[config.mk]
export PLATFORM = sky130hd
export DESIGN_NAME = hpdcg_top
export DESIGN_NICKNAME = d
export VERILOG_FILES = /design/src/hpdcg_pkg.sv /design/src/hpdcg_clk_gate.sv /design/src/hpdcg_top.sv
export VERILOG_INCLUDE_DIRS = /design/src
export SDC_FILE = /design/constraint.sdc
export NUM_CORES = 1
export LEC_CHECK = 0
export CORE_ASPECT_RATIO = 0.8
export CORE_UTILIZATION = 50
export DETAILED_ROUTE_END_ITERATION = 10
export DONT_BUFFER_PORTS = 1
export MAX_ROUTING_LAYER = met4
export PLACE_DENSITY = 0.69
export SYNTH_ARGS = -nofsm -noshare
export SYNTH_HDL_FRONTEND = slang
export SYNTH_HIERARCHICAL = 1
export SYNTH_SLANG_ARGS = --single-unit
export TNS_END_PERCENT = 20
[constraint.sdc]
create_clock -name ref_clk -period 2.2 [get_ports ref_clk]
set_input_delay 0.22 -clock ref_clk [delete_from_list [all_inputs] [get_ports ref_clk]]
set_output_delay 0.22 -clock ref_clk [all_outputs]
set_load 0.01 [all_outputs]
[src/hpdcg_params.svh]
// constants for the halt power-down clock gating block
// assumes inclusion by bare name from the package and hpdcg_top
`ifndef HPDCG_PARAMS_SVH
`define HPDCG_PARAMS_SVH

// ----------------------------------------------------------------
// i/o port addresses
// ----------------------------------------------------------------
`define HPDCG_ADDR_SUP_CMD    8'hf8
`define HPDCG_ADDR_SUP_MASTER 8'hf9
`define HPDCG_ADDR_CFG_PTR    8'hf1
`define HPDCG_ADDR_CFG_DATA   8'hf0

// ----------------------------------------------------------------
// indirect register indices
// ----------------------------------------------------------------
`define HPDCG_IDX_WCR         4'h0
`define HPDCG_IDX_UPPER       4'h1
`define HPDCG_IDX_LOWER       4'h2

// ----------------------------------------------------------------
// field positions and values
// ----------------------------------------------------------------
`define HPDCG_KEY_MODE        8'hdb
`define HPDCG_MODE_MSB        4
`define HPDCG_MODE_LSB        3
`define HPDCG_MASTER_RESET    8'h18
`define HPDCG_MASTER_RW_MASK  8'hf8
`define HPDCG_WCR_RESET       8'hc0
`define HPDCG_WCR_ACK_MSB     7
`define HPDCG_WCR_ACK_LSB     6
`define HPDCG_WCR_RTY_MSB     5
`define HPDCG_WCR_RTY_LSB     4
`define HPDCG_WCR_OPW_MSB     3
`define HPDCG_WCR_OPW_LSB     2
`define HPDCG_WCR_WS_MSB      1
`define HPDCG_WCR_WS_LSB      0

// ----------------------------------------------------------------
// timing counts
// ----------------------------------------------------------------
`define HPDCG_FETCH_LAST      4'hf
`define HPDCG_OSC_SETTLE      16

`endif

[src/hpdcg_pkg.sv]
// types shared by the halt power-down clock gating block
// assumes the params header is on the include path
package hpdcg_pkg;
    `include "hpdcg_params.svh"

    // ------------------------------------------------------------
    // power-down select encodings
    // ------------------------------------------------------------
    typedef enum logic [1:0] {
        light_sleep_mode       = 2'b00,
        timer_alive_sleep_mode = 2'b01,
        full_stop_mode         = 2'b10,
        run_mode               = 2'b11
    } hpdcg_mode_type;

    // ------------------------------------------------------------
    // halt sequencer states
    // ------------------------------------------------------------
    typedef enum logic [1:0] {
        st_run      = 2'b00,
        st_halted   = 2'b01,
        st_osc_wake = 2'b10,
        st_resume   = 2'b11
    } hpdcg_state_type;
endpackage

[src/hpdcg_clk_gate.sv]
// clock enable generation and clock output divider for the halt block
// assumes mode comes from the supervision master register and gate controls from the halt sequencer
`timescale 1ns/10ps
module hpdcg_clk_gate
    import hpdcg_pkg::*;
(
    input  wire logic           ref_clk,
    input  wire logic           rst_n,
    input  wire hpdcg_mode_type power_down_select,
    input  wire logic           gate_active,
    input  wire logic           osc_only,
    output logic                osc_run,
    output logic                cpu_clk_en,
    output logic                parallel_port_unit_clk_en,
    output logic                serial_port_unit_clk_en,
    output logic                counter_timer_unit_clk_en,
    output logic                supervision_timer_clk_en,
    output logic                clock_output_pin
);
    // ------------------------------------------------------------
    // next-value state
    // ------------------------------------------------------------
    logic next_osc;      // oscillator keeps running
    logic next_core;     // cpu, parallel, serial, supervision clocks
    logic next_tmr;      // counter-timer clock
    logic clock_output_pin_en;     // clock output keeps toggling
    logic next_clock_output_pin;   // divided clock output

    // gating decision from mode, halt and wake phase
    always_comb begin
        next_osc  = 1'b1;
        next_core = 1'b1;
        next_tmr  = 1'b1;
        clock_output_pin_en = 1'b1;
        if (osc_only) begin
            // oscillator restarts first, everything else waits
            next_core = 1'b0;
            next_tmr  = 1'b0;
            clock_output_pin_en = 1'b0;
        end else if (gate_active) begin
            case (power_down_select)
                run_mode: begin
                    next_osc = 1'b1;
                end
                light_sleep_mode: begin
                    next_core = 1'b0;
                    next_tmr  = 1'b0;
                    clock_output_pin_en = 1'b0;
                end
                timer_alive_sleep_mode: begin
                    next_core = 1'b0;
                end
                full_stop_mode: begin
                    next_osc  = 1'b0;
                    next_core = 1'b0;
                    next_tmr  = 1'b0;
                    clock_output_pin_en = 1'b0;
                end
                default: begin
                    next_osc = 1'b1;
                end
            endcase
        end
        // a stopped output finishes its high phase and parks low
        next_clock_output_pin = clock_output_pin_en ? ~clock_output_pin : 1'b0;
    end

    // register the enables and the divided output
    always_ff @(posedge ref_clk) begin
        if (!rst_n) begin
            osc_run                   <= 1'b1;
            cpu_clk_en                <= 1'b1;
            parallel_port_unit_clk_en <= 1'b1;
            serial_port_unit_clk_en   <= 1'b1;
            counter_timer_unit_clk_en <= 1'b1;
            supervision_timer_clk_en  <= 1'b1;
            clock_output_pin          <= 1'b0;
        end else begin
            osc_run                   <= next_osc;
            cpu_clk_en                <= next_core;
            parallel_port_unit_clk_en <= next_core;
            serial_port_unit_clk_en   <= next_core;
            counter_timer_unit_clk_en <= next_tmr;
            supervision_timer_clk_en  <= next_core;
            clock_output_pin          <= next_clock_output_pin;
        end
    end
endmodule

[src/hpdcg_top.sv]
// halt power-down clock control with system configuration registers
// assumes the cpu core drives one-cycle i/o strobes synchronous to ref_clk
`timescale 1ns/10ps
`include "hpdcg_params.svh"
module hpdcg_top
    import hpdcg_pkg::*;
#(
    parameter int OSC_SETTLE_CYCLES = `HPDCG_OSC_SETTLE
)(
    input  wire logic        ref_clk,
    input  wire logic        rst_n,
    input  wire logic [7:0]  io_addr,
    input  wire logic [7:0]  io_wdata,
    input  wire logic        io_wr,
    input  wire logic        io_rd,
    output logic      [7:0]  io_rdata,
    input  wire logic        opcode_fetch_strobe,
    input  wire logic        fourth_bus_state,
    input  wire logic        halt_fetch,
    input  wire logic        wake_event,
    input  wire logic        intack_cycle,
    input  wire logic        retry_cycle,
    input  wire logic        opcode_receive,
    input  wire logic [15:0] mem_addr,
    output logic             halt_n,
    output logic             nop_force,
    output logic             ack_stall,
    output logic             wait_req,
    output logic             mem_wait_hit,
    output logic             osc_run,
    output logic             cpu_clk_en,
    output logic             parallel_port_unit_clk_en,
    output logic             serial_port_unit_clk_en,
    output logic             counter_timer_unit_clk_en,
    output logic             supervision_timer_clk_en,
    output logic             clock_output_pin
);
    // ------------------------------------------------------------
    // elaboration checks
    // ------------------------------------------------------------
    if (OSC_SETTLE_CYCLES < 1 || OSC_SETTLE_CYCLES > 65535) begin : g_chk
        $error("oscillator settle count out of range");
    end

    localparam logic [15:0] SETTLE_LOAD = 16'(OSC_SETTLE_CYCLES - 1);

    // indirect register read mux, used for read-back of the data port
    function automatic logic [7:0] cfg_read(input logic [3:0] idx, input logic [7:0] wcr,
                                            input logic [7:0] upper, input logic [7:0] lower);
        case (idx)
            `HPDCG_IDX_WCR:   cfg_read = wcr;
            `HPDCG_IDX_UPPER: cfg_read = upper;
            `HPDCG_IDX_LOWER: cfg_read = lower;
            default:          cfg_read = 8'h00;
        endcase
    endfunction

    // ------------------------------------------------------------
    // register file state
    // ------------------------------------------------------------
    logic [7:0] supervision_master_reg;      // enable, period, power-down select
    logic [7:0] next_supervision_master_reg;
    logic       key_armed;                   // key seen, next write may change mode
    logic       next_key_armed;
    logic [3:0] cfg_ptr;                     // indirect register pointer
    logic [3:0] next_cfg_ptr;
    logic [7:0] wait_state_ctrl;             // wait state control
    logic [7:0] next_wait_state_ctrl;
    logic [7:0] wait_upper;                  // upper boundary of wait region
    logic [7:0] next_wait_upper;
    logic [7:0] wait_lower;                  // lower boundary of wait region
    logic [7:0] next_wait_lower;
    logic       wcr_written;                 // software has programmed the wait field
    logic       next_wcr_written;
    logic [3:0] fetch_count;                 // trailing fetch strobes since reset
    logic [3:0] next_fetch_count;
    logic       fetch_q;                     // fetch strobe last cycle
    logic       fetch_done;                  // power-on wait window finished
    logic       next_fetch_done;
    logic [7:0] next_io_rdata;
    logic [7:0] wcr_view;                    // wait control as seen by reads
    logic       fetch_trail;                 // trailing edge of fetch strobe
    hpdcg_mode_type mode;                    // current power-down select

    assign mode = hpdcg_mode_type'(supervision_master_reg[`HPDCG_MODE_MSB:`HPDCG_MODE_LSB]);
    assign fetch_trail = fetch_q & ~opcode_fetch_strobe;

    // live cycle indications overlay the stored fields on read
    always_comb begin
        wcr_view = wait_state_ctrl;
        if (intack_cycle) begin
            wcr_view[`HPDCG_WCR_ACK_MSB:`HPDCG_WCR_ACK_LSB] = 2'b11;
        end
        if (retry_cycle) begin
            wcr_view[`HPDCG_WCR_RTY_MSB:`HPDCG_WCR_RTY_LSB] = 2'b11;
        end
        if (opcode_receive) begin
            wcr_view[`HPDCG_WCR_OPW_MSB:`HPDCG_WCR_OPW_LSB] = 2'b00;
        end
    end

    // register writes, key sequence, reads and power-on wait window
    always_comb begin
        next_supervision_master_reg = supervision_master_reg;
        next_key_armed              = key_armed;
        next_cfg_ptr                = cfg_ptr;
        next_wait_state_ctrl        = wait_state_ctrl;
        next_wait_upper             = wait_upper;
        next_wait_lower             = wait_lower;
        next_wcr_written            = wcr_written;
        next_fetch_count            = fetch_count;
        next_fetch_done             = fetch_done;
        next_io_rdata               = io_rdata;
        // count trailing fetch edges; clear bits 7-6 on the sixteenth if wcr_written is still low
        if (!fetch_done && fetch_trail) begin
            next_fetch_count = fetch_count + 4'h1;
            if (fetch_count == `HPDCG_FETCH_LAST) begin
                next_fetch_done = 1'b1;
                if (!wcr_written) begin
                    next_wait_state_ctrl[`HPDCG_WCR_ACK_MSB:`HPDCG_WCR_ACK_LSB] = 2'b00;
                end
            end
        end
        if (io_wr) begin
            // any write other than the key disarms the mode change
            next_key_armed = 1'b0;
            case (io_addr)
                `HPDCG_ADDR_SUP_CMD: begin
                    next_key_armed = (io_wdata == `HPDCG_KEY_MODE);
                end
                `HPDCG_ADDR_SUP_MASTER: begin
                    next_supervision_master_reg = (io_wdata & 8'he0)
                        | (supervision_master_reg & 8'h18);
                    if (key_armed) begin
                        next_supervision_master_reg = io_wdata & `HPDCG_MASTER_RW_MASK;
                    end
                end
                `HPDCG_ADDR_CFG_PTR: begin
                    if (io_wdata[7:4] == 4'h0) begin
                        next_cfg_ptr = io_wdata[3:0];
                    end
                end
                `HPDCG_ADDR_CFG_DATA: begin
                    case (cfg_ptr)
                        `HPDCG_IDX_WCR: begin
                            next_wait_state_ctrl = io_wdata;
                            next_wcr_written     = 1'b1;
                        end
                        `HPDCG_IDX_UPPER: next_wait_upper = io_wdata;
                        `HPDCG_IDX_LOWER: next_wait_lower = io_wdata;
                        default:          next_wait_lower = wait_lower;
                    endcase
                end
                default: next_cfg_ptr = cfg_ptr;
            endcase
        end
        if (io_rd) begin
            case (io_addr)
                `HPDCG_ADDR_SUP_MASTER: next_io_rdata = supervision_master_reg;
                `HPDCG_ADDR_CFG_PTR:    next_io_rdata = {4'h0, cfg_ptr};
                `HPDCG_ADDR_CFG_DATA:   next_io_rdata = cfg_read(cfg_ptr, wcr_view,
                                                                 wait_upper, wait_lower);
                default:                next_io_rdata = 8'h00;
            endcase
        end
    end

    // register file flops
    always_ff @(posedge ref_clk) begin
        if (!rst_n) begin
            supervision_master_reg <= `HPDCG_MASTER_RESET;
            key_armed              <= 1'b0;
            cfg_ptr                <= 4'h0;
            wait_state_ctrl        <= `HPDCG_WCR_RESET;
            wait_upper             <= 8'h00;
            wait_lower             <= 8'h00;
            wcr_written            <= 1'b0;
            fetch_count            <= 4'h0;
            fetch_q                <= 1'b0;
            fetch_done             <= 1'b0;
            io_rdata               <= 8'h00;
        end else begin
            supervision_master_reg <= next_supervision_master_reg;
            key_armed              <= next_key_armed;
            cfg_ptr                <= next_cfg_ptr;
            wait_state_ctrl        <= next_wait_state_ctrl;
            wait_upper             <= next_wait_upper;
            wait_lower             <= next_wait_lower;
            wcr_written            <= next_wcr_written;
            fetch_count            <= next_fetch_count;
            fetch_q                <= opcode_fetch_strobe;
            fetch_done             <= next_fetch_done;
            io_rdata               <= next_io_rdata;
        end
    end

    // ------------------------------------------------------------
    // bus cycle stretching
    // ------------------------------------------------------------
    logic [1:0] retry_waits;      // wait states already inserted this retry
    logic [1:0] next_retry_waits;
    logic       next_ack_stall;
    logic       next_wait_req;
    logic       next_mem_wait_hit;

    // retry waits, acknowledge stall and region compare
    always_comb begin
        next_retry_waits = 2'b00;
        next_wait_req    = 1'b0;
        if (retry_cycle) begin
            next_retry_waits = retry_waits;
            if (retry_waits < wait_state_ctrl[`HPDCG_WCR_WS_MSB:`HPDCG_WCR_WS_LSB]) begin
                next_wait_req    = 1'b1;
                next_retry_waits = retry_waits + 2'b01;
            end
        end
        next_ack_stall = intack_cycle
            && (wait_state_ctrl[`HPDCG_WCR_ACK_MSB:`HPDCG_WCR_ACK_LSB] == 2'b01
             || wait_state_ctrl[`HPDCG_WCR_ACK_MSB:`HPDCG_WCR_ACK_LSB] == 2'b10);
        next_mem_wait_hit = (mem_addr[15:8] <= wait_upper)
                         && (mem_addr[15:8] >= wait_lower);
    end

    // stretch flops
    always_ff @(posedge ref_clk) begin
        if (!rst_n) begin
            retry_waits  <= 2'b00;
            ack_stall    <= 1'b0;
            wait_req     <= 1'b0;
            mem_wait_hit <= 1'b0;
        end else begin
            retry_waits  <= next_retry_waits;
            ack_stall    <= next_ack_stall;
            wait_req     <= next_wait_req;
            mem_wait_hit <= next_mem_wait_hit;
        end
    end

    // ------------------------------------------------------------
    // halt sequencer
    // ------------------------------------------------------------
    hpdcg_state_type state;       // halt sequencer state
    hpdcg_state_type next_state;
    logic [15:0]     settle;      // oscillator restart countdown
    logic [15:0]     next_settle;
    logic            next_halt_n;
    logic            gate_active; // mode gating in force
    logic            osc_only;    // only the oscillator may run

    // entry at the halt fetch, exit on wake, with oscillator restart after full stop only
    always_comb begin
        next_state  = state;
        next_settle = settle;
        next_halt_n = halt_n;
        case (state)
            st_run: begin
                if (halt_fetch && fourth_bus_state) begin
                    next_halt_n = 1'b0;
                    next_state  = st_halted;
                end
            end
            st_halted: begin
                if (wake_event) begin
                    if (mode == full_stop_mode) begin
                        next_state  = st_osc_wake;
                        next_settle = SETTLE_LOAD;
                    end else begin
                        next_state = st_resume;
                    end
                end
            end
            st_osc_wake: begin
                next_settle = settle - 16'h0001;
                if (settle == 16'h0000) begin
                    next_state = st_resume;
                end
            end
            st_resume: begin
                next_halt_n = 1'b1;
                next_state  = st_run;
            end
            default: next_state = st_run;
        endcase
    end

    // sequencer flops
    always_ff @(posedge ref_clk) begin
        if (!rst_n) begin
            state  <= st_run;
            settle <= 16'h0000;
            halt_n <= 1'b1;
        end else begin
            state  <= next_state;
            settle <= next_settle;
            halt_n <= next_halt_n;
        end
    end

    // gating follows the registered halt state, one edge after halt_n
    assign gate_active = (state == st_halted);
    assign osc_only    = (state == st_osc_wake);
    // halted with a live cpu clock repeats no-op cycles
    assign nop_force   = ~halt_n & cpu_clk_en;

    // ------------------------------------------------------------
    // clock enables
    // ------------------------------------------------------------
    hpdcg_clk_gate u_gate (
        .ref_clk                   (ref_clk),
        .rst_n                     (rst_n),
        .power_down_select         (mode),
        .gate_active               (gate_active),
        .osc_only                  (osc_only),
        .osc_run                   (osc_run),
        .cpu_clk_en                (cpu_clk_en),
        .parallel_port_unit_clk_en (parallel_port_unit_clk_en),
        .serial_port_unit_clk_en   (serial_port_unit_clk_en),
        .counter_timer_unit_clk_en (counter_timer_unit_clk_en),
        .supervision_timer_clk_en  (supervision_timer_clk_en),
        .clock_output_pin          (clock_output_pin)
    );
endmodule

; ---- Word-level counts from Yosys, hierarchy flattened
; Index checks and enable logic that the tools add are counted.
[word_totals]
reg_bits = 80
in_bits = 43
output_inout_bits = 20
[op_classes]
add_sub_neg = 3
order_cmp = 3
n_eq_ne = 19
muxes = 31
n_bitwise = 8
reduce_logical = 27
[op_table]
columns = op, n
row1 = $pmux 8 s3, 2
row2 = $eq 8x8->1 const B, 5
row3 = $mux 16, 2
row4 = $mux 8, 4
row5 = $pmux 16 s2, 1
row6 = $mux 2, 9
row7 = $reduce_and 3->1, 6
row8 = $logic_not 16->1, 1
row9 = $sub 16x1->16 const B, 1
row10 = $mux 1, 11
row11 = $reduce_and 2->1, 5
row12 = $eq 2x2->1 const B, 4
row13 = $ge 8x8->1, 1
row14 = $le 8x8->1, 1
row15 = $logic_not 4->1, 2
row16 = $or 8x5->8, 1
row17 = $pmux 2 s4, 1
row18 = $eq 2x1->1 const B, 3
row19 = $reduce_or 3->1, 2
row20 = $not 1->1, 5
row21 = $add 4x1->4 const B, 1
row22 = $eq 4x1->1 const B, 1
row23 = $eq 4x2->1 const B, 1
row24 = $eq 4x4->1 const B, 1
row25 = 12 further kinds, 20

; ---- Depth between registers and ports, before layout
; Gate-level depths: netlist of run 1.
[logic_depth]
word_depth = 7
depth_mapped = 8
mapped_depth_nobuf = 7

; ---- Hierarchy
; The synthesis of run 1 kept the hierarchy.
[modules_own_cells]
columns = module, n_inst, cells_per_inst, area_each_um2, seq_area_each_um2
row1 = hpdcg_top, 1, 437, 3823.7, 1461.4
row2 = hpdcg_clk_gate, 1, 13, 157.7, 80.1

; ---- Least setup slack after synthesis of run 1
; OpenSTA, ideal clock, no wires.
[synth_path]
kind = register to register
from = register state[1]
to = register settle[14]
setup_time_ns = 0.128
arrival_time_ns = 2.072
required_ns = 2.072
setup_slack_ns = 0.001
path_stages_with_launch = 8
path_cell_list = dfxtp_1 -> inv_1 -> ha_1 -> nand2b_1 -> a2111oi_1 -> nand3_1 -> xor2_1 -> nor2_1
[synth_between]
elab_chain_len = 3
elab_cells_between_ends = 7
[synth_rtl]
columns = item, line_no
row1 = "start, declared", hpdcg_top.sv:242  ; hpdcg_state_type state;
row2 = "start signal, assigned", hpdcg_top.sv:289  ; state <= st_run;
row3 = "start signal, assigned", hpdcg_top.sv:293  ; state <= next_state;
row4 = $eq 2x1->1 (*), -
row5 = via gate_active, hpdcg_top.sv:247  ; logic gate_active;
row6 = "$ne 2x1->1 (no source line), or another cell as far along", -
row7 = $reduce_and 3->1 (no source line), -
row8 = "end signal, assigned", hpdcg_top.sv:294  ; settle <= next_settle;
row9 = "end, declared", hpdcg_top.sv:244  ; logic [15:0] settle;
; Mark *: on every way through the listed nets, which the timed path passes. The rest lies on a longest branch.
; A chain may end at the register's enable or synchronous reset.

; ---- Worst setup path in the final report of run 1
[layout_path]
from = register cfg_ptr[2]
to = register wait_lower[5]
[layout_between]
elab_chain_len = 2
[layout_rtl]
columns = item, line_no
row1 = "start, declared", hpdcg_top.sv:65  ; logic [3:0] cfg_ptr;
row2 = "start signal, assigned", hpdcg_top.sv:185  ; cfg_ptr <= next_cfg_ptr;
row3 = $eq 4x2->1, hpdcg_top.sv:144  ; case (cfg_ptr)
row4 = $reduce_and 3->1 (no source line), -
row5 = "end signal, assigned", hpdcg_top.sv:188  ; wait_lower <= next_wait_lower;
row6 = "end, declared", hpdcg_top.sv:71  ; logic [7:0] wait_lower;
; Every way passes these cells.

==> metrics.txt, run 1 <==
port bufs 0; placed insts roughly 550; max reg flops 16; antenna violations before repair 0; die width about 100 um; Crit Path Class reg -> reg; CTS Buf Count 9; largest net degree at the start of global routing 48; Net Sw Frac between 20 and 30%; top post-synthesis cells by area dfxtp_1, ha_1, mux2i_1; worst reg2reg path depth 4; Fin. Hold Viols 0; Worst path slowest cell or4_4; cell taking the most area after synthesis dfxtp_1; layout cells sized above 1 between 7 and 8%; worst min-delay path class in -> reg; combinational fraction of design power approximately 22%; worst-path maximum fanout 8; Most used DFF post-synth dfxtp_1; Biggest register settle; # Post-CTS Setup Buffers 0; R2R Path End wait_lower[5]; Synth Area in Adders 7.857%; synth warn 6; CP endpoint kind flip-flop; Antenna Nets Post-Route 0; Die Y 81.82 um; cell area after placement between 0.004 and 0.005 mm^2; Mapped Nets between 500 and 600; Min-Delay Path Depth 2; fin worst setup slack roughly 0.26 ns; RSZ-0062 raised after global routing false; Starting DRT DRC Count between 150 and 200; multiplexer area fraction after synthesis under 10%; Diodes inserted 0; fin crit share about nine tenths; largest family of logic cells by synthesized area simple AND/OR/NAND/NOR gates; count of different cell masters after synthesis 49; Synth top area share 38.72%; WP buf/inv 0; Async SR Flop Fraction 0%; Max Cap Viol 0; Resized cells post-CTS 0; GP Congestion between 0.8 and 0.9; simple-gate share of the synthesized area a little under a quarter; outcome finished clean; Clk pin slew, worst setup/hold paths approximately 0.080 ns; Worst EP required ~2.4 ns; Worst Setup Start Kind flip-flop; worst ir drop on vdd between 0.4 and 0.5 mV; hold_buf cts 8; Hold EP wait_upper[1]; final setup violation count 0; first-pass GRT wire length around 14000 um; Setup Slack @ Placement about 0.13 ns; fmax about 520 MHz; Worst Max-Slew Pin Slew roughly 1.0 ns; Clock power frac approximately a third; design area ~0.0044 mm^2; Row Count 28; via count between 3000 and 4000; LEAKAGE around 1.7 nW; worst skew pair latency 0.35 ns; worst reg2reg setup slack 0.26 ns; Rel. slew slack a little under a third; Cell Pwr Density 819.7 mW/mm^2; register area share after synthesis approximately two fifths; Core ar. approximately 0.0076 mm^2; Fin Clk Skew 0.01062 ns; reg2reg start cfg_ptr[2]; Final HPWL DP between 6000 and 7000 um; mean post-synth cell area a little under 9 um^2; starting density of the core between 50% and 60%; cell count after synthesis between 400 and 500; worst hold start io_wdata[1]; H-tree depth 3; CTS root buf clkbuf_8; synthesized area 0.003981 mm^2; sw power roughly 1.0 mW; Int Pwr roughly 2.6 mW; Clock Path Buffers 2; Initial DRT Pass Iterations 4; vias in the first global route slightly below 3000; grt total ovfl 0; Post-Synth XOR/XNOR Area about 3.7%; area grow syn2layout 10.87%; fin crit period 1.937 ns; routed vias/inst ~5.7; WL/cell 16.14 um; Post-Route WL slightly above 9000 um; sequential power share approximately 44%; crit path launch cfg_ptr[2]; TritonCTS clock tree yes; number of I/O pins 63; CP top delay family simple AND/OR/NAND/NOR gates; die area approximately 0.0083 mm^2; filler-free cell count of the finished design 570; CTS Sinks 77; Synth Area in Compound Gates 13.76%; Post-synth EDFFs 0; Cell Chain, Critical Path or4_1 > or4_4 > mux2i_1 > nor2b_1; Max stage delay on crit path around 0.65 ns; Worst Path Arrival about 2.2 ns; NumNets Final 528; setup TNS 0 ns; # DRC 0; pins over their slew limit 0; GRT Util Overall between 20% and 30%; Synth Register Bits 77
==> kinds of logic (layout without fill, tap and decap cells) <==
group	Yosys count	in the layout
AO/OA/AOI/OAI	83	83
XOR/XNOR	17	17
adder cells (fa/ha/maj)	25	25
buffers and inverters	49	64
flip-flops	77	77
multiplexers	27	27
AND/OR/NAND/NOR	172	172
==> cells in the final DEF, fill, tap and decap left out, types with 12 or more instances in the layout <==
cell type,instances
nor2_1,23
nor2b_1,28
o21ai_0,25
nand3_1,25
mux2i_1,26
ha_1,25
buf_4,13
a21oi_1,15
xor2_1,12
inv_1,26
dfxtp_1,77
nand2_1,40
==> layer usage <==
layer | global-route usage (%) | part of all wire, %
met3 | 7.489 | 8.1
met4 | 5.362 | 0.92
met2 | 36.55 | 44
met1 | 30.86 | 47
met5 | - | 0
==> metrics by stage <==
stage | hold WS, ns | power, mW | utilization, %
after floorplan | 0.2962 | 2.215 | -
after global placement | 0.2975 | 2.395 | 54.17
after detailed placement | 0.2926 | 2.412 | 54.17
after CTS | 0.0008794 | 3.640 | 58.20
after global routing | 0.004346 | 3.855 | 58.33
final | 0.01752 | 3.618 | 58.33
==> final cells by class <==
| cell class | count | area (um^2) |
|---|---|---|
| fill | 667 | 3153 |
| multi-input combinational | 324 | 2231 |
| sequential | 77 | 1541 |
| timing repair buffer | 22 | 187.7 |
| clock buffer | 12 | 155.1 |
| tap | 105 | 131.4 |
| inverter | 26 | 97.59 |
| clock inverter | 4 | 70.07 |
==> Yosys cell counts (6+ instances only) <==
| library cell | number |
|---|---|
| a21boi_0 | 11 |
| a21oi_1 | 15 |
| a22oi_1 | 6 |
| clkbuf_1 | 16 |
| dfxtp_1 | 77 |
| ha_1 | 25 |
| inv_1 | 26 |
| mux2i_1 | 26 |
| nand2_1 | 40 |
| nand3_1 | 25 |
| nand4_1 | 9 |
| nor2_1 | 23 |
| nor2b_1 | 28 |
| nor3b_1 | 7 |
| o21ai_0 | 25 |
| or3_1 | 6 |
| xor2_1 | 12 |
==> worst max-delay path by stage <==
stage               endpoint  slack [ns]  cells past startpoint
5_1_grt           settle[12]        0.05                      8
3_5_place_dp   wait_lower[5]        0.13                      5
2_1_floorplan     settle[14]      0.0006                      7
6_report       wait_lower[5]        0.26                      4
3_3_place_gp   wait_lower[6]        0.17                      5
4_1_cts        wait_upper[2]        0.27                      4
==> power groups by stage <==
stage                     clock [mW]  combinational (mW)  sequential [mW]
after CTS                       1.23               0.803             1.60
final                           1.21               0.809             1.60
after global routing            1.30               0.929             1.62
after detailed placement           0               0.778             1.63
after floorplan                    0               0.600             1.61
after global placement             0               0.764             1.63
No activity file was read; power rests on OpenSTA's default activity.
==> inputs of run 2 (changes only) <==
Settings changed: SYNTH_HIERARCHICAL 1 to unset.
==> metrics.txt, run 2 <==
worst skew pair latency 0.34 ns (about the same); commonest non-fill, non-tap cell in the layout dfxtp_1; port bufs 0 (unchanged); CTS Sinks 77 (unchanged); worst min-delay path class in -> reg; Mapped Nets 497 (-4.1%); outcome finished clean; GP Congestion 0.8764 (+7.9%); Clk pin slew, worst setup/hold paths 0.08 ns (about the same); Post-Synth XOR/XNOR Area 3.690% (-0.050 points); worst reg2reg setup slack 0.15 ns (-0.11 ns); CP endpoint kind flip-flop; reg2reg start state[1]; Synth Area in Compound Gates 13.01% (-0.75 points); layout cells sized above 1 9.778% (+2.3 points); max reg flops 16 (unchanged); most frequent cell after synthesis dfxtp_1; RSZ-0062 raised after global routing false; antenna violations before repair 0 (unchanged); # DRC 0 (unchanged); Min-Delay Path Depth 2 (unchanged); count of different cell masters after synthesis 56 (+14%); Fin. Hold Viols 0 (unchanged); area grow syn2layout 12.09%; worst reg2reg path depth 8 (+4); Synth top area share 40.59% (+1.9 points); cell count after synthesis 429 (-4.7%); Crit Path Class reg -> reg; Starting DRT DRC Count 189 (+19%); filler-free cell count of the finished design 540 (-5.3%); GRT Util Overall 24.17% (+0.27 points); Post-Route WL 8794 um (-4.4%); starting density of the core 51.62% (-1.0 points); via count 3131 (-3.3%); pins over their slew limit 0 (unchanged); grt total ovfl 0 (unchanged); Hold EP wait_upper[6]; NumNets Final 513 (-2.8%); Cell Pwr Density 867.5 mW/mm^2 (+5.8%); mean post-synth cell area 8.852 um^2 (about the same); Clock Path Buffers 2 (unchanged); Rel. slew slack 66.72% (+36 points); Setup Slack @ Placement 0.2045 ns (+0.07355 ns); CTS root buf clkbuf_8; fin crit share 93.00% (+5.0 points); R2R Path End settle[7]; WL/cell 16.29 um (+0.90%); number of I/O pins 63 (unchanged); placed insts 517 (-5.1%); largest family of logic cells by synthesized area simple AND/OR/NAND/NOR gates; Max Cap Viol 0 (unchanged); largest net degree at the start of global routing 35 (-27%); Core ar. 0.007357 mm^2 (-2.8%); worst-path maximum fanout 5 (-3); die area 0.007949 mm^2 (-4.5%); Fin Clk Skew 0.008557 ns (-0.002061 ns); TritonCTS clock tree yes; Synth Area in Adders 8.237% (+0.38 points); cell taking the most area after synthesis dfxtp_1; CTS Buf Count 9 (unchanged); routed vias/inst 5.798 (+2.0%); vias in the first global route 2897 (-2.9%); Worst Max-Slew Pin Slew 0.4987 ns (-0.5382 ns); multiplexer area fraction after synthesis 6.590% (-0.23 points); hold_ws 0.01414 ns (-0.003381 ns); most frequent cells in the layout dfxtp_1, nor2_1, inv_1, nand2_1; Worst Path Arrival 2.26 ns (+0.09 ns); Most used DFF post-synth dfxtp_1; Synth Register Bits 77 (unchanged); Async SR Flop Fraction 0% (unchanged); fin crit period 2.046 ns (+0.1089 ns); die width 99.44 um (-2.3%); synth warn 0 (-6); register area share after synthesis 40.59% (+1.9 points); synthesized area 0.003797 mm^2 (-4.6%); most frequent cells after synthesis dfxtp_1, nor2_1, inv_1; Worst EP required 2.42 ns (-0.02 ns); LEAKAGE 1.583 nW (-4.2%); worst hold start io_wdata[6]; H-tree depth 3 (unchanged); first-pass GRT wire length 14490 um (about the same); Antenna Nets Post-Route 0 (unchanged); setup TNS 0 ns (unchanged); Post-synth EDFFs 0 (unchanged); Die Y 79.95 um (-2.3%); simple-gate share of the synthesized area 23.06% (-0.79 points); Resized cells post-CTS 0 (unchanged); final setup violation count 0 (unchanged); Initial DRT Pass Iterations 4 (unchanged); Worst Setup Start Kind flip-flop; fmax 488.8 MHz (-5.3%); Row Count 28 (unchanged); Diodes inserted 0 (unchanged); Final HPWL DP 6367 um (-0.22%); top post-synthesis cells by area dfxtp_1, ha_1, mux2i_1; worst ir drop on vdd 0.4785 mV (+19%); Biggest register settle; fin worst setup slack 0.1541 ns (-0.1089 ns)
-- run 2: cell count changes after synthesis, moves of 5 or more --
cell / previous run / this run
nand3_1: 25 / 16
a21oi_1: 15 / 20
nand2_1: 40 / 26
o21ai_0: 25 / 19
nor2b_1: 28 / 6
nor2_1: 23 / 56
a21boi_0: 11 / 0
or3_1: 6 / 1
nor3_1: 3 / 11
o31ai_1: 2 / 8
-- run 2: final cells by class --
cell class	instances	area (um^2)
clock buffers	11	141.4
clock inverters	5	83.83
fillers	638	3100
inverters	27	101.3
multi-input cells	307	2073
flip-flops and latches	77	1541
well taps	90	112.6
repair buffers	23	202.7
-- run 2: power by group --
group | switching, mW | internal [mW] | leakage, nW
Clock | 0.525 | 0.672 | 0.106
Sequential | 0.124 | 1.51 | 0.622
Combinational | 0.461 | 0.402 | 0.855
-- run 2: kinds of logic after synthesis --
logic type	after synthesis
flops	77
simple gates	164
fa+ha+maj	25
mux	25
compound gates	77
xor+xnor	16
buf+inv	45
-- run 2: what timing repair did --
item                       CTS  global route
buffers inserted             0             0
hold buffers                 7             0
setup endpoints to repair    0             0
hold endpoints to repair    12             0
-- run 2: worst max-delay path by stage --
| stage | endpoint | start |
|---|---|---|
| after floorplan | state[1] | settle[6] |
| after global placement | state[1] | settle[6] |
| after detailed placement | state[1] | settle[6] |
| after CTS | state[1] | settle[6] |
| after global routing | settle[12] | state[1] |
| final | settle[7] | state[1] |
-- run 2: metal layers --
metal | global-route usage (%) | up-vias | share of wire (%)
met1 | 33.21 | 1469 | 50
met3 | 6.480 | 11 | 6.1
met2 | 34.51 | 91 | 42
met5 | - | - | 0
li1 | - | 1560 | -
met4 | 7.206 | 0 | 1.4
-- run 2: worst max-delay path, stage by stage, from the launching register on --
cell     delay, ns
dfxtp_1       0.41
inv_1         0.10
ha_1          0.24
nor2b_1       0.22
nor2_1        0.11
buf_4         0.16
or3_2         0.46
xor2_1        0.15
nor2_1        0.06
-- run 2: metrics by stage --
stage                     area, um^2  utilization [%]  power, mW
after floorplan                 3797                -      2.300
after global placement          3961            53.84      2.467
after detailed placement        3961            53.84      2.491
after CTS                       4257            57.86      3.704
after global routing            4257            57.86      3.906
final                           4257            57.86      3.693
==> inputs of run 3 (changes only) <==
Settings changed: CTS_CLUSTER_SIZE set to 30, PLACE_DENSITY 0.69 to 0.74.
==> metrics.txt, run 3 (synthesis results as in run 2) <==
outcome finished clean; Core ar. 0.007357 mm^2 (unchanged); sequential power share 47.3% (+3.1 points); worst hold start io_wdata[2]; Worst Max-Slew Pin Slew 0.6804 ns (+0.1817 ns); fin crit period 2.041 ns (-0.004874 ns); TritonCTS clock tree yes; die area 0.007949 mm^2 (unchanged); Clock Path Buffers 2 (unchanged); Worst Path Arrival 2.29 ns (+0.03 ns); vias in the first global route 3100 (+7.0%); Fin Clk Skew 0.01498 ns (+0.006419 ns); placed insts 514 (-0.58%); CP top delay family simple AND/OR/NAND/NOR gates; Worst path slowest cell or3_2; Max stage delay on crit path 0.49 ns (+0.03 ns); Worst Setup Start Kind flip-flop; Post-Route WL 9275 um (+5.5%); Clock power frac 27.7% (-4.7 points); worst ir drop on vdd 0.4573 mV (-4.4%); Final Power 3.444 mW (-6.7%); Antenna Nets Post-Route 0 (unchanged); Int Pwr 2.326 mW (-9.9%); combinational fraction of design power 24.9% (+1.5 points); fmax 489.9 MHz (+0.24%); Die Y 79.95 um (unchanged); most frequent cells in the layout dfxtp_1, nor2_1, inv_1, nand2_1; hold_buf cts 12 (+5); Resized cells post-CTS 0 (unchanged); WL/cell 17.11 um (+5.1%); commonest non-fill, non-tap cell in the layout dfxtp_1; Cell Chain, Critical Path inv_1 > ha_1 > nor2b_1 > o211ai_1 > or3_2 > xor2_1 > nor2_1; sw power 1.117 mW (+0.68%); CTS Buf Count 9 (unchanged); number of I/O pins 63 (unchanged); WP buf/inv 1 (-1); area grow syn2layout 11.17%; port bufs 0 (unchanged); first-pass GRT wire length 15180 um (+4.8%); Row Count 28 (unchanged); worst-path maximum fanout 7 (+2); H-tree depth 3 (unchanged); largest net degree at the start of global routing 27 (-23%); fin crit share 92.77% (-0.22 points); Final HPWL DP 6575 um (+3.3%); Net Sw Frac 32.44% (+2.4 points); Rel. slew slack 54.49% (-12 points); routed vias/inst 5.967 (+2.9%); filler-free cell count of the finished design 542 (+0.37%); Fin. Hold Viols 0 (unchanged); Cell Pwr Density 815.7 mW/mm^2 (-6.0%); die width 99.44 um (unchanged); LEAKAGE 1.564 nW (-1.2%); number of fill cells 658 (+3.1%); # DRC 0 (unchanged); CTS root buf clkbuf_8; NumNets Final 516 (+0.58%); grt total ovfl 0 (unchanged); worst skew pair latency 0.36 ns (+0.02 ns); RSZ-0062 raised after global routing false; Worst EP required 2.45 ns (+0.03 ns); Crit Path Class reg -> reg; # Post-CTS Setup Buffers 0 (unchanged); CP endpoint kind flip-flop; Max Cap Viol 0 (unchanged); Initial DRT Pass Iterations 4 (unchanged); reg2reg start state[1]; GRT Util Overall 25.45% (+1.3 points); CTS Sinks 77 (unchanged); pins over their slew limit 0 (unchanged); via count 3234 (+3.3%); GP Congestion 0.8777 (+0.15%); crit path launch state[1]; Diodes inserted 0 (unchanged); Biggest register settle; Clk pin slew, worst setup/hold paths 0.09 ns (about the same); setup TNS 0 ns (unchanged); worst min-delay path class in -> reg; layout cells sized above 1 8.628% (-1.1 points); antenna violations before repair 0 (unchanged); starting density of the core 51.62% (unchanged); max reg flops 16 (unchanged); final setup violation count 0 (unchanged); Starting DRT DRC Count 229 (+21%)
[run 3: cell count changes in the layout (fill, tap and decap cells not counted)]
cell	delta
clkinvlp_4	-1
buf_12	-1
clkbuf_1	+1
clkbuf_8	-1
inv_6	+2
dlygate4sd3_1	+6
buf_4	-2
bufinv_16	-2
[run 3: area by class of cell]
class | instances | area (um^2) | area share (%)
inverters | 27 | 101.3 | 2.401
clock inverters | 4 | 33.78 | 0.8002
flip-flops and latches | 77 | 1541 | 36.51
clock buffers | 11 | 131.4 | 3.112
multi-input cells | 307 | 2073 | 49.11
repair buffers | 26 | 227.7 | 5.394
well taps | 90 | 112.6 | 2.667
[run 3: path summary, 6_finish.rpt]
path	end	slack, ns	depth (start not counted)
setup / recovery	settle[8]	0.16	7
hold / removal	wait_state_ctrl[2]	0.008	2
setup reg to reg	settle[8]	0.16	7
hold reg to reg	fetch_done	0.45	2
[run 3: power groups by stage]
stage	Sequential, mW	Clock, mW	Combinational (mW)
after floorplan	1.63	0	0.669
after global placement	1.65	0	0.789
after detailed placement	1.66	0	0.818
after CTS	1.63	0.968	0.849
after global routing	1.65	1.03	0.971
final	1.63	0.955	0.859
[run 3: layer usage]
metal / track usage [%] / routed length, um
met4: 8.529 / 133
met1: 32.94 / 4383
met2: 37.50 / 4020
met5: - / 0
met3: 8.144 / 738
[run 3: metrics by stage]
stage / worst slack [ns] / hold slack, ns / utilization, % / cell area, um^2
6_report: 0.1590 / 0.008335 / 57.38 / 4222
5_1_grt: 0.03197 / 0.008072 / 57.38 / 4222
4_1_cts: 0.1738 / 0.0002636 / 57.24 / 4212
3_5_place_dp: 0.2007 / 0.3027 / 53.37 / 3926
3_3_place_gp: 0.2519 / 0.2996 / 53.37 / 3926
2_1_floorplan: 0.3124 / 0.3417 / - / 3797
